==> src/rrld_consts.vh <==
// Constants for the ring receive list engine
`ifndef RRLD_CONSTS_VH
`define RRLD_CONSTS_VH
// Command codes
`define RRLD_CMD_RECEIVE 16'h0006
`define RRLD_CMD_TX_HALT 16'h0005
// Command block word offsets in bytes
`define RRLD_CB_ADDR_HI 24'h000002
`define RRLD_CB_ADDR_LO 24'h000004
// Receive list field offsets in bytes, pair stride in bytes and pair count
`define RRLD_LST_LINK_HI 24'h000000
`define RRLD_LST_LINK_LO 24'h000002
`define RRLD_LST_STATUS 24'h000004
`define RRLD_LST_SIZE 24'h000006
`define RRLD_LST_PAIR0 24'h000008
`define RRLD_PAIR_STRIDE 24'h000006
`define RRLD_PAIR_MAX 2'h3
// Status word and count word bits
`define RRLD_STAT_VALID 0
`define RRLD_CNT_MORE 0
// Routing pad length and header length
`define RRLD_ROUTE_PAD 5'h12
`define RRLD_HDR_LEN 5'h0E
// Answer codes
`define RRLD_ANS_COMPLETE 2'h1
`define RRLD_ANS_REJECT 2'h2
`define RRLD_ANS_LIST_ERR 2'h3
`endif

==> src/rrld_engine.v <==
// Receive list DMA engine with transmit halt handling
//
// Local design decisions: the placing of the registers and strobed register access.
`timescale 1ns/1ps
`include "rrld_consts.vh"
module rrld_engine (
  // Clock and reset
  input wire i_clock,
  input wire i_rst,
  // Command port
  input wire i_cmd_valid,
  input wire [23:0] i_cmd_block_addr,
  input wire i_opened,
  input wire i_pad_routing,
  input wire i_tx_running,
  input wire i_rx_valid_req,
  input wire i_rx_continue_req,
  output reg o_cmd_done,
  output reg [1:0] o_cmd_answer,
  output reg o_tx_halt,
  output reg o_rx_active,
  output reg o_more_lists,
  // Host memory word port
  output reg o_mem_rd,
  output reg o_mem_wr,
  output reg [23:0] o_mem_addr,
  output reg [15:0] o_mem_wdata,
  output reg o_mem_byte,
  input wire i_mem_ack,
  input wire [15:0] i_mem_rdata,
  // Ring frame byte stream
  input wire i_rx_byte_valid,
  input wire [7:0] i_rx_byte,
  input wire i_rx_byte_last,
  input wire i_rx_has_route,
  input wire [4:0] i_rx_route_len,
  output reg o_rx_byte_ready
);

  // ==========================================================
  // States
  localparam S_IDLE = 5'h00;
  localparam S_CMD = 5'h01;
  localparam S_HALT_WORD = 5'h02;
  localparam S_RX_HI = 5'h03;
  localparam S_RX_LO = 5'h04;
  localparam S_LINK_HI = 5'h05;
  localparam S_LINK_LO = 5'h06;
  localparam S_STATUS = 5'h07;
  localparam S_WAIT_VALID = 5'h08;
  localparam S_CNT = 5'h09;
  localparam S_BA_HI = 5'h0A;
  localparam S_BA_LO = 5'h0B;
  localparam S_WAIT_BYTE = 5'h0C;
  localparam S_WRITE = 5'h0D;
  localparam S_SIZE = 5'h0E;
  localparam S_PAUSE = 5'h0F;
  localparam S_DONE = 5'h10;

  reg [4:0] state_reg;
  reg [23:0] cmd_addr_reg;
  reg [7:0] cmd_hi_reg;
  reg [23:0] list_reg;
  reg [23:0] first_list_reg;
  reg [23:0] link_reg;
  reg [1:0] pair_reg;
  reg [15:0] count_reg;
  reg more_reg;
  reg [23:0] buf_reg;
  reg [15:0] size_reg;
  reg [4:0] route_seen_reg;
  reg [4:0] hdr_seen_reg;
  reg frame_open_reg;
  reg frame_end_reg;
  reg [7:0] byte_reg;
  reg byte_pad_reg;
  reg have_byte_reg;
  reg valid_seen_reg;
  reg cont_seen_reg;

  // pair stride, three pairs
  // Address of count word of a pair
  function [23:0] pair_addr;
    input [23:0] base;
    input [1:0] idx;
    begin
      pair_addr = base + `RRLD_LST_PAIR0 + ({22'h000000, idx} * `RRLD_PAIR_STRIDE);
    end
  endfunction

  wire mem_busy = o_mem_rd | o_mem_wr;
  wire mem_done = mem_busy & i_mem_ack;
  wire route_padding = i_pad_routing & (hdr_seen_reg == `RRLD_HDR_LEN)
    & (route_seen_reg < `RRLD_ROUTE_PAD);
  wire real_route = i_rx_has_route & (route_seen_reg < i_rx_route_len);

  // ==========================================================
  // Main sequencer
  always @(posedge i_clock) begin
    if (i_rst) begin
      state_reg <= S_IDLE;
      cmd_addr_reg <= 24'h000000;
      cmd_hi_reg <= 8'h00;
      list_reg <= 24'h000000;
      first_list_reg <= 24'h000000;
      link_reg <= 24'h000000;
      pair_reg <= 2'h0;
      count_reg <= 16'h0000;
      more_reg <= 1'b0;
      buf_reg <= 24'h000000;
      size_reg <= 16'h0000;
      route_seen_reg <= 5'h00;
      hdr_seen_reg <= 5'h00;
      frame_open_reg <= 1'b0;
      frame_end_reg <= 1'b0;
      byte_reg <= 8'h00;
      byte_pad_reg <= 1'b0;
      have_byte_reg <= 1'b0;
      valid_seen_reg <= 1'b0;
      cont_seen_reg <= 1'b0;
      o_cmd_done <= 1'b0;
      o_cmd_answer <= 2'h0;
      o_tx_halt <= 1'b0;
      o_rx_active <= 1'b0;
      o_more_lists <= 1'b0;
      o_mem_rd <= 1'b0;
      o_mem_wr <= 1'b0;
      o_mem_addr <= 24'h000000;
      o_mem_wdata <= 16'h0000;
      o_mem_byte <= 1'b0;
      o_rx_byte_ready <= 1'b0;
    end else begin
      o_cmd_done <= 1'b0;
      o_tx_halt <= 1'b0;
      o_more_lists <= 1'b0;
      o_rx_byte_ready <= 1'b0;
      // Valid and continue requests are latched, clear wins
      if (i_rx_valid_req)
        valid_seen_reg <= 1'b1;
      if (i_rx_continue_req)
        cont_seen_reg <= 1'b1;
      if (mem_done) begin
        o_mem_rd <= 1'b0;
        o_mem_wr <= 1'b0;
      end
      case (state_reg)
        S_IDLE: begin
          if (i_cmd_valid) begin
            cmd_addr_reg <= i_cmd_block_addr;
            o_mem_rd <= 1'b1;
            o_mem_addr <= i_cmd_block_addr;
            state_reg <= S_CMD;
          end
        end
        S_CMD: begin
          if (mem_done) begin
            if (i_mem_rdata == `RRLD_CMD_TX_HALT) begin
              o_mem_rd <= 1'b1;
              o_mem_addr <= cmd_addr_reg + `RRLD_CB_ADDR_HI;
              state_reg <= S_HALT_WORD;
            end else if (i_mem_rdata == `RRLD_CMD_RECEIVE) begin
              o_mem_rd <= 1'b1;
              o_mem_addr <= cmd_addr_reg + `RRLD_CB_ADDR_HI;
              state_reg <= S_RX_HI;
            end else begin
              state_reg <= o_rx_active ? S_PAUSE : S_IDLE;
            end
          end
        end
        S_HALT_WORD: begin
          if (mem_done) begin
            if (i_tx_running)
              o_tx_halt <= 1'b1;
            state_reg <= o_rx_active ? S_PAUSE : S_IDLE;
          end
        end
        S_RX_HI: begin
          if (mem_done) begin
            cmd_hi_reg <= i_mem_rdata[7:0];
            o_mem_rd <= 1'b1;
            o_mem_addr <= cmd_addr_reg + `RRLD_CB_ADDR_LO;
            state_reg <= S_RX_LO;
          end
        end
        S_RX_LO: begin
          if (mem_done) begin
            o_cmd_done <= 1'b1;
            if (!i_opened || o_rx_active || i_mem_rdata[0]) begin
              o_cmd_answer <= `RRLD_ANS_REJECT;
              state_reg <= o_rx_active ? S_PAUSE : S_IDLE;
            end else begin
              o_cmd_answer <= `RRLD_ANS_COMPLETE;
              o_rx_active <= 1'b1;
              frame_open_reg <= 1'b0;
              list_reg <= {cmd_hi_reg, i_mem_rdata};
              o_mem_rd <= 1'b1;
              o_mem_addr <= {cmd_hi_reg, i_mem_rdata} + `RRLD_LST_LINK_HI;
              state_reg <= S_LINK_HI;
            end
          end
        end
        S_LINK_HI: begin
          if (mem_done) begin
            link_reg[23:16] <= i_mem_rdata[7:0];
            o_mem_rd <= 1'b1;
            o_mem_addr <= list_reg + `RRLD_LST_LINK_LO;
            state_reg <= S_LINK_LO;
          end
        end
        S_LINK_LO: begin
          if (mem_done) begin
            link_reg[15:0] <= i_mem_rdata;
            valid_seen_reg <= i_rx_valid_req;
            o_mem_rd <= 1'b1;
            o_mem_addr <= list_reg + `RRLD_LST_STATUS;
            state_reg <= S_STATUS;
          end
        end
        S_STATUS: begin
          if (mem_done) begin
            if (i_mem_rdata[`RRLD_STAT_VALID]) begin
              pair_reg <= 2'h0;
              o_mem_rd <= 1'b1;
              o_mem_addr <= pair_addr(list_reg, 2'h0);
              state_reg <= S_CNT;
            end else begin
              state_reg <= S_WAIT_VALID;
            end
          end
        end
        S_WAIT_VALID: begin
          if (valid_seen_reg) begin
            valid_seen_reg <= 1'b0;
            o_mem_rd <= 1'b1;
            o_mem_addr <= list_reg + `RRLD_LST_STATUS;
            state_reg <= S_STATUS;
          end
        end
        S_CNT: begin
          if (mem_done) begin
            count_reg <= i_mem_rdata;
            more_reg <= i_mem_rdata[`RRLD_CNT_MORE] & (pair_reg != (`RRLD_PAIR_MAX - 2'h1));
            o_mem_rd <= 1'b1;
            o_mem_addr <= pair_addr(list_reg, pair_reg) + 24'h000002;
            state_reg <= S_BA_HI;
          end
        end
        S_BA_HI: begin
          if (mem_done) begin
            buf_reg[23:16] <= i_mem_rdata[7:0];
            o_mem_rd <= 1'b1;
            o_mem_addr <= pair_addr(list_reg, pair_reg) + 24'h000004;
            state_reg <= S_BA_LO;
          end
        end
        S_BA_LO: begin
          if (mem_done) begin
            buf_reg[15:0] <= i_mem_rdata;
            if (!frame_open_reg) begin
              first_list_reg <= list_reg;
              size_reg <= 16'h0000;
              hdr_seen_reg <= 5'h00;
              route_seen_reg <= 5'h00;
              frame_end_reg <= 1'b0;
              frame_open_reg <= 1'b1;
            end
            state_reg <= S_WAIT_BYTE;
          end
        end
        S_WAIT_BYTE: begin
          if (frame_end_reg) begin
            o_mem_wr <= 1'b1;
            o_mem_byte <= 1'b0;
            o_mem_addr <= first_list_reg + `RRLD_LST_SIZE;
            o_mem_wdata <= size_reg;
            state_reg <= S_SIZE;
          end else if (count_reg == 16'h0000) begin
            if (more_reg) begin
              pair_reg <= pair_reg + 2'h1;
              o_mem_rd <= 1'b1;
              o_mem_addr <= pair_addr(list_reg, pair_reg + 2'h1);
              state_reg <= S_CNT;
            end else if (link_reg[0]) begin
              // Buffers exhausted at chain end
              o_cmd_answer <= `RRLD_ANS_LIST_ERR;
              o_cmd_done <= 1'b1;
              o_rx_active <= 1'b0;
              state_reg <= S_IDLE;
            end else begin
              list_reg <= link_reg;
              o_mem_rd <= 1'b1;
              o_mem_addr <= link_reg + `RRLD_LST_LINK_HI;
              state_reg <= S_LINK_HI;
            end
          end else if (route_padding && !real_route) begin
            route_seen_reg <= route_seen_reg + 5'h01;
            size_reg <= size_reg + 16'h0001;
            buf_reg <= buf_reg + 24'h000001;
            count_reg <= count_reg - 16'h0001;
          end else if (i_rx_byte_valid) begin
            o_rx_byte_ready <= 1'b1;
            byte_reg <= i_rx_byte;
            frame_end_reg <= i_rx_byte_last;
            if (hdr_seen_reg != `RRLD_HDR_LEN)
              hdr_seen_reg <= hdr_seen_reg + 5'h01;
            else if (real_route)
              route_seen_reg <= route_seen_reg + 5'h01;
            o_mem_wr <= 1'b1;
            o_mem_byte <= 1'b1;
            o_mem_addr <= buf_reg;
            o_mem_wdata <= {8'h00, i_rx_byte};
            state_reg <= S_WRITE;
          end
        end
        S_WRITE: begin
          if (mem_done) begin
            size_reg <= size_reg + 16'h0001;
            buf_reg <= buf_reg + 24'h000001;
            count_reg <= count_reg - 16'h0001;
            state_reg <= S_WAIT_BYTE;
          end
        end
        S_SIZE: begin
          if (mem_done) begin
            frame_open_reg <= 1'b0;
            if (link_reg[0]) begin
              o_more_lists <= 1'b1;
              cont_seen_reg <= i_rx_continue_req;
              state_reg <= S_PAUSE;
            end else begin
              list_reg <= link_reg;
              o_mem_rd <= 1'b1;
              o_mem_addr <= link_reg + `RRLD_LST_LINK_HI;
              state_reg <= S_LINK_HI;
            end
          end
        end
        S_PAUSE: begin
          if (cont_seen_reg) begin
            cont_seen_reg <= 1'b0;
            o_mem_rd <= 1'b1;
            o_mem_addr <= list_reg + `RRLD_LST_LINK_HI;
            state_reg <= S_LINK_HI;
          end else if (i_cmd_valid) begin
            // Commands still taken while paused
            cmd_addr_reg <= i_cmd_block_addr;
            o_mem_rd <= 1'b1;
            o_mem_addr <= i_cmd_block_addr;
            state_reg <= S_CMD;
          end
        end
        default: begin
          state_reg <= S_IDLE;
        end
      endcase
    end
  end

endmodule // rrld_engine

==> config.mk <==
export PLATFORM = sky130hd
export DESIGN_NAME = rrld_engine
export DESIGN_NICKNAME = d
export VERILOG_FILES = /design/src/rrld_engine.v
export VERILOG_INCLUDE_DIRS = /design/src
export SDC_FILE = /design/constraint.sdc
export NUM_CORES = 1
export LEC_CHECK = 0
export BUFFER_PORTS_ARGS = -buffer_cell sky130_fd_sc_hd__buf_4
export CAP_MARGIN = 40
export CORE_MARGIN = 2
export CORE_UTILIZATION = 55
export CTS_BUF_LIST = sky130_fd_sc_hd__clkbuf_8
export CTS_CLUSTER_SIZE = 14
export DETAILED_ROUTE_END_ITERATION = 12
export PLACE_DENSITY = 0.79
export SYNTH_ARGS = -nofsm -noshare
export SYNTH_HDL_FRONTEND = slang
export SYNTH_SLANG_ARGS = --single-unit
==> constraint.sdc <==
create_clock -name i_clock -period 12.8 [get_ports i_clock]
set_input_delay 2.56 -clock i_clock [delete_from_list [all_inputs] [get_ports i_clock]]
set_output_delay 2.56 -clock i_clock [all_outputs]
set_load 0.03 [all_outputs]
# Yosys cells after proc, flatten, opt, wreduce, memory -nomap -nowiden

Cells that the tools add are included.

Add/subtract/negate cells: 16
$mul: 2
Magnitude comparators: 2
Equal/unequal tests: 56
Mux-type cells: 175
Bitwise gates (word level): 11
Reductions and logical operators: 44

Operator list:

| kind                                                                    | number |
|---|---|
| 24-bit 2-to-1 mux                                                       | 33 |
| 24-bit one-hot mux with 13 select lines                                 | 1 |
| 16-bit 2-to-1 mux                                                       | 15 |
| 5-bit 2-to-1 mux                                                        | 31 |
| 16-bit one-hot mux with 3 select lines                                  | 3 |
| 24-bit by 3-bit adder with 24-bit output (second input constant)        | 4 |
| 5-bit one-hot mux with 15 select lines                                  | 1 |
| 24-bit by 2-bit adder with 24-bit output (second input constant)        | 3 |
| 24-bit one-hot mux with 3 select lines                                  | 1 |
| 2-bit != test (second input constant)                                   | 30 |
| 1-bit 2-to-1 mux                                                        | 58 |
| 24-bit by 5-bit adder with 24-bit output                                | 2 |
| 24-bit one-hot mux with 2 select lines                                  | 1 |
| 5-bit by 4-bit equality test with 1-bit output (second input constant)  | 9 |
| 16-bit by 3-bit equality test with 1-bit output (second input constant) | 2 |
| 6-bit AND reduction                                                     | 5 |
| 24-bit by 1-bit adder with 24-bit output (second input constant)        | 1 |
| 24-bit by 4-bit adder with 24-bit output (second input constant)        | 1 |
| 4-bit 2-to-1 mux                                                        | 6 |
| 8-bit one-hot mux with 3 select lines                                   | 1 |
| 2-bit 2-to-1 mux                                                        | 11 |
| 7-bit AND reduction                                                     | 3 |
| 5-bit by 3-bit equality test with 1-bit output (second input constant)  | 4 |
| 5-bit one-hot mux with 2 select lines                                   | 2 |
| other kinds (40)                                                        | 78 |

Bits in registers: 232
Input port bits: 65
Output and inout bits: 50
Word-level logic and storage cells: 336

# Longest topological paths before layout

Depth in word-level cells: 9
Mapped depth: 16

# Worst setup path before layout

OpenSTA, ideal clock, no wires.

Path kind: input port to flip-flop
Start: input port i_mem_rdata[12]
End: register o_mem_addr[23]
Library setup time: 0.073 ns
Arrival: 5.038 ns
Required time: 12.727 ns
Path slack: 7.689 ns
Stages on the path: 9
Path buffers: 0
Cell sequence: or4b_2 > nor4_1 > nand2_1 > a211oi_1 > o211ai_1 > a21oi_2 > o22ai_1 > a211o_1 > o211ai_2

Longest elaborated chain between the ends: 4
Elaborated cells between the ends (all ways): 7
Classes of those cells: eq/ne: 3; mux: 3; reduce/logical: 1

RTL lines:

| item                                                             | RTL line          | RTL |
|---|---|---|
| start: declaration                                               | rrld_engine.v:30  | `input wire [15:0] i_mem_rdata,` |
| 16-bit by 3-bit equality test with 1-bit output (no source line) | n/a               |  |
| 24-bit 2-to-1 mux                                                | rrld_engine.v:157 | `` if (i_mem_rdata == `RRLD_CMD_TX_HALT) begin `` |
| 24-bit 2-to-1 mux                                                | rrld_engine.v:156 | `if (mem_done) begin` |
| 24-bit one-hot mux with 13 select lines                          | rrld_engine.v:146 | `case (state_reg)` |
| end signal: assignment                                           | rrld_engine.v:151 | `o_mem_addr <= i_cmd_block_addr;` |
| end signal: assignment                                           | rrld_engine.v:159 | `` o_mem_addr <= cmd_addr_reg + `RRLD_CB_ADDR_HI; `` |
| end signal: assignment                                           | rrld_engine.v:163 | `` o_mem_addr <= cmd_addr_reg + `RRLD_CB_ADDR_HI; `` |
| end: declaration                                                 | rrld_engine.v:26  | `output reg [23:0] o_mem_addr,` |

Parallel ways exist; a longest one is shown, timed or not. The select of a mux whose other input is x is not followed.
A chain may end at the register's enable or synchronous reset.

# Final worst setup path

Ends and elaborated chain as after synthesis.

==> flow_summary.ini <==
[outcome]
outcome = completed

[placement]
io_buffer_count = 114
routabilityCongestion = 1.04
dpl.cell_count = 2735
dp_hpwl_mm = 50.7

[cells_and_area]
nets = 2477
insertedDiodeCount = 0
stdcell_count = 2807
area_delta_synth_final_pct = 11.4
drive_gt1_share_pct = 12.6

[worst_setup_path]
worst_ep_required_time_ns = 13.32
reg2reg_depth = 12
reg2reg_setup_slack_ns = 7.46
critPathBufInv = 2
worst_r2r_endpoint = o_mem_addr[21]$_SDFFE_PP0P_
cp-startpoint = i_mem_rdata[12]
critical_path.endpoint_type = flop
slowest_stage = or4b_2
path_cells = buf_4 > or4b_2 > nor4_1 > clkdlybuf4s15_2 > nand2_1 > a211oi_1 > o211ai_1 > nor2_1 > nand2_1 > nor2_1 > nand3_1 > o211ai_2
slowest_delay_ns = 0.69
reg2reg_from = state_reg[0]$_SDFFE_PP0P_
cp.arrival_ns = 5.99
critical_path.max_fanout = 8
start_kind = primary input
cp_top_family = simple AND/OR/NAND/NOR gates
cp.depth = 12
crit_type = in -> reg

[clock_tree]
cts_max_level = 2
clk_latency_ns = 0.60
clk_path_buf_depth = 3
cts.sinks = 232
hold_buffers = 0
cts_buffers = 43
cts_resized = 0
cts_tree = done
path_clk_slew_ns = 0.07
post-cts-setup-buffer-count = 0
root_buffer = clkbuf_8

[pwr]
switching_share_pct = 43.3
seqPwrFrac_pct = 34.1
power_frac_comb_pct = 38.0
max-vdd-ir-drop_mv = 0.111
leakagePower_nw = 6.79
p_sw_mw = 1.20
p_int_mw = 1.57
p_per_area_nw_per_um2 = 144
clkPwrFrac_pct = 27.9

[floorplanning]
die_height_um = 181
io_pins = 115
rows = 64
initial_utilization_pct = 56.1
die_width_um = 181
dieArea_um2 = 32800
core_area_um2 = 30700

[synthesis]
avgSynthCellArea_um2 = 7.33
synth-seq-cells = 232
seq_area_frac_synth_pct = 26.9
syn_inst = 2355
syn_area_um2 = 17300
yosysWarnings = 0
synthTopCellsByArea = dfxtp_1 (27%), nand2_1 (6.5%), nor2_1 (5.9%), a21oi_1 (5.2%), o21ai_0 (4.5%)
synth.largest_area_cell = dfxtp_1
synth-edff-count = 0
ys_types = 100
async_flop_share_pct = 0
synth_ff_type = dfxtp_1
synth.top_cell.area_share_pct = 26.9
syn_nets = 2448

[global_route]
overflow = 0
grt_pass1_wl_mm = 105
grt_start_max_net_pins = 82
grt_pass1_vias = 17600
grt_antenna_before_repair = 2
grtUsageTotal_pct = 40.9

[timing]
rsz0062_at_grt = no
setup_viol_count_final = 0
slew-limit-headroom_pct = 29.8
fin_hold_ws_ns = 0.458
fmax_mhz = 183
fin_setup_tns_ns = 0
period_needed_ns = 5.47
timing_hold_violations_final = 0
tightest_slew_ns = 1.05
worst_clock_skew_ns = 0.0396
fin_crit_sh_pct = 42.7
maxSlewViolCount = 0

[worst_hold_path]
hold_path.class = reg -> reg
min_path_cells = 2
hold-path-endpoint = link_reg[0]$_SDFFE_PP0P_
hold_start = link_reg[0]$_SDFFE_PP0P_

[drt]
drt-initial-drc-count = 3047
wl_per_cell_um = 24.8
via_per_inst = 6.93
finalWirelength_mm = 69.5
drc = 0
num_vias = 19500
first_pass_iters = 7
ant_nets = 0

[job]
cap_violations = 0
-- metrics by stage --
step / power (mW) / utilization (%) / worst slack [ns] / cell area, um^2
global route: 2.86 / 62.6 / 7.18 / 19200
floorplan: 1.56 / - / 7.69 / 17300
global placement: 1.93 / 59.2 / 6.58 / 18200
finish: 2.77 / 62.6 / 7.33 / 19200
CTS: 2.71 / 62.6 / 7.49 / 19200
detailed placement: 1.94 / 59.6 / 6.87 / 18300
-- worst reg2reg max path: stages (launching register included) --
cell	delay, ns
dfxtp_1	0.87
nor2b_1	0.75
nand2_1	0.68
o21ai_0	0.45
ha_1	0.27
o211ai_1	0.14
a211oi_1	0.23
nand3_1	0.21
nor4_2	0.59
nand4_1	0.21
xor2_1	0.20
a2111oi_0	0.45
a21oi_1	0.13
-- cell usage in the layout (no fill, tap or decap), types with 60 or more instances in the layout --
cell | netlist | final
xor2_1 | 60 | 60
nand3_1 | 71 | 71
xnor2_1 | 65 | 65
o21ai_0 | 156 | 156
nor2_1 | 273 | 273
mux2i_1 | 77 | 77
nand2_1 | 298 | 298
a21oi_1 | 178 | 175
a211oi_1 | 63 | 63
buf_4 | 5 | 159
dfxtp_1 | 232 | 231
-- how the worst max path moves through the flow --
stage / end / slack (ns)
2_1_floorplan: o_mem_addr[23]$_SDFFE_PP0P_ / 7.69
4_1_cts: o_mem_addr[13]$_SDFFE_PP0P_ / 7.49
3_3_place_gp: o_mem_addr[18]$_SDFFE_PP0P_ / 6.58
6_report: o_mem_addr[23]$_SDFFE_PP0P_ / 7.33
5_1_grt: o_mem_addr[10]$_SDFFE_PP0P_ / 7.18
3_5_place_dp: o_mem_addr[13]$_SDFFE_PP0P_ / 6.87
-- layer usage --
layer,wire (um),part of all wire [%],up-vias,track usage [%]
met5,25,0.036,-,0
met4,3180,4.6,4,16.9
met3,10300,15,222,12.6
met2,28500,41,1411,58.9
met1,27500,40,9113,56.5
li1,-,-,8712,-
-- synthesized netlist by cell type (8+ instances only) --
master and n:
a221oi_1 23, or3_1 15, a222oi_1 14, mux2i_1 77
nor2b_1 13, o22ai_1 23, xor2_1 60, ha_1 26
a311oi_1 31, nand2b_1 21, and3_1 34, a21oi_1 178
a22oi_1 46, inv_1 47, o21ai_0 156, o211ai_1 12
nand4_1 18, a22o_1 13, clkbuf_1 141, a211oi_1 63
buf_2 14, nor3b_1 14, o221ai_1 18, xnor2_1 65
and2_1 13, nor2_1 273, o31ai_1 11, a32oi_1 8
a31oi_1 15, nand3b_1 9, a2111oi_0 8, nor3_1 62
dfxtp_1 232, and4_1 10, mux2_2 15, nand2_1 298
nor4_1 30, nand3_1 71, a21o_1 12, buf_1 15
-- layout make-up --
| type | count | area, um^2 |
|---|---|---|
| multi-input cells | 1895 | 11700 |
| fillers | 2837 | 11500 |
| flip-flops and latches | 232 | 4650 |
| repair buffers | 165 | 1290 |
| clock buffers | 53 | 729 |
| well taps | 396 | 495 |
| inverters | 47 | 176 |
| clock inverters | 19 | 168 |
-- logic make-up (layout without fill, tap and decap cells) --
group           count (synthesis)  count (layout)  synth area share, %
compound gates                714             714                 27.7
xor+xnor                      126             126                 6.44
fa+ha+maj                      28              28                 2.12
buf+inv                       228             284                 5.36
flops                         232             232                 26.9
mux                            92              92                 5.44
other cells                     1               1               0.0217
simple gates                  934             934                 26.0
-- power groups by stage --
stage / sequential, mW / combinational (mW) / clock, mW
floorplan: 0.907 / 0.658 / 0
global placement: 0.942 / 0.986 / 0
detailed placement: 0.944 / 0.998 / 0
CTS: 0.929 / 1.00 / 0.776
global route: 0.943 / 1.11 / 0.805
finish: 0.944 / 1.05 / 0.774
(Power assumes the default switching activity.)
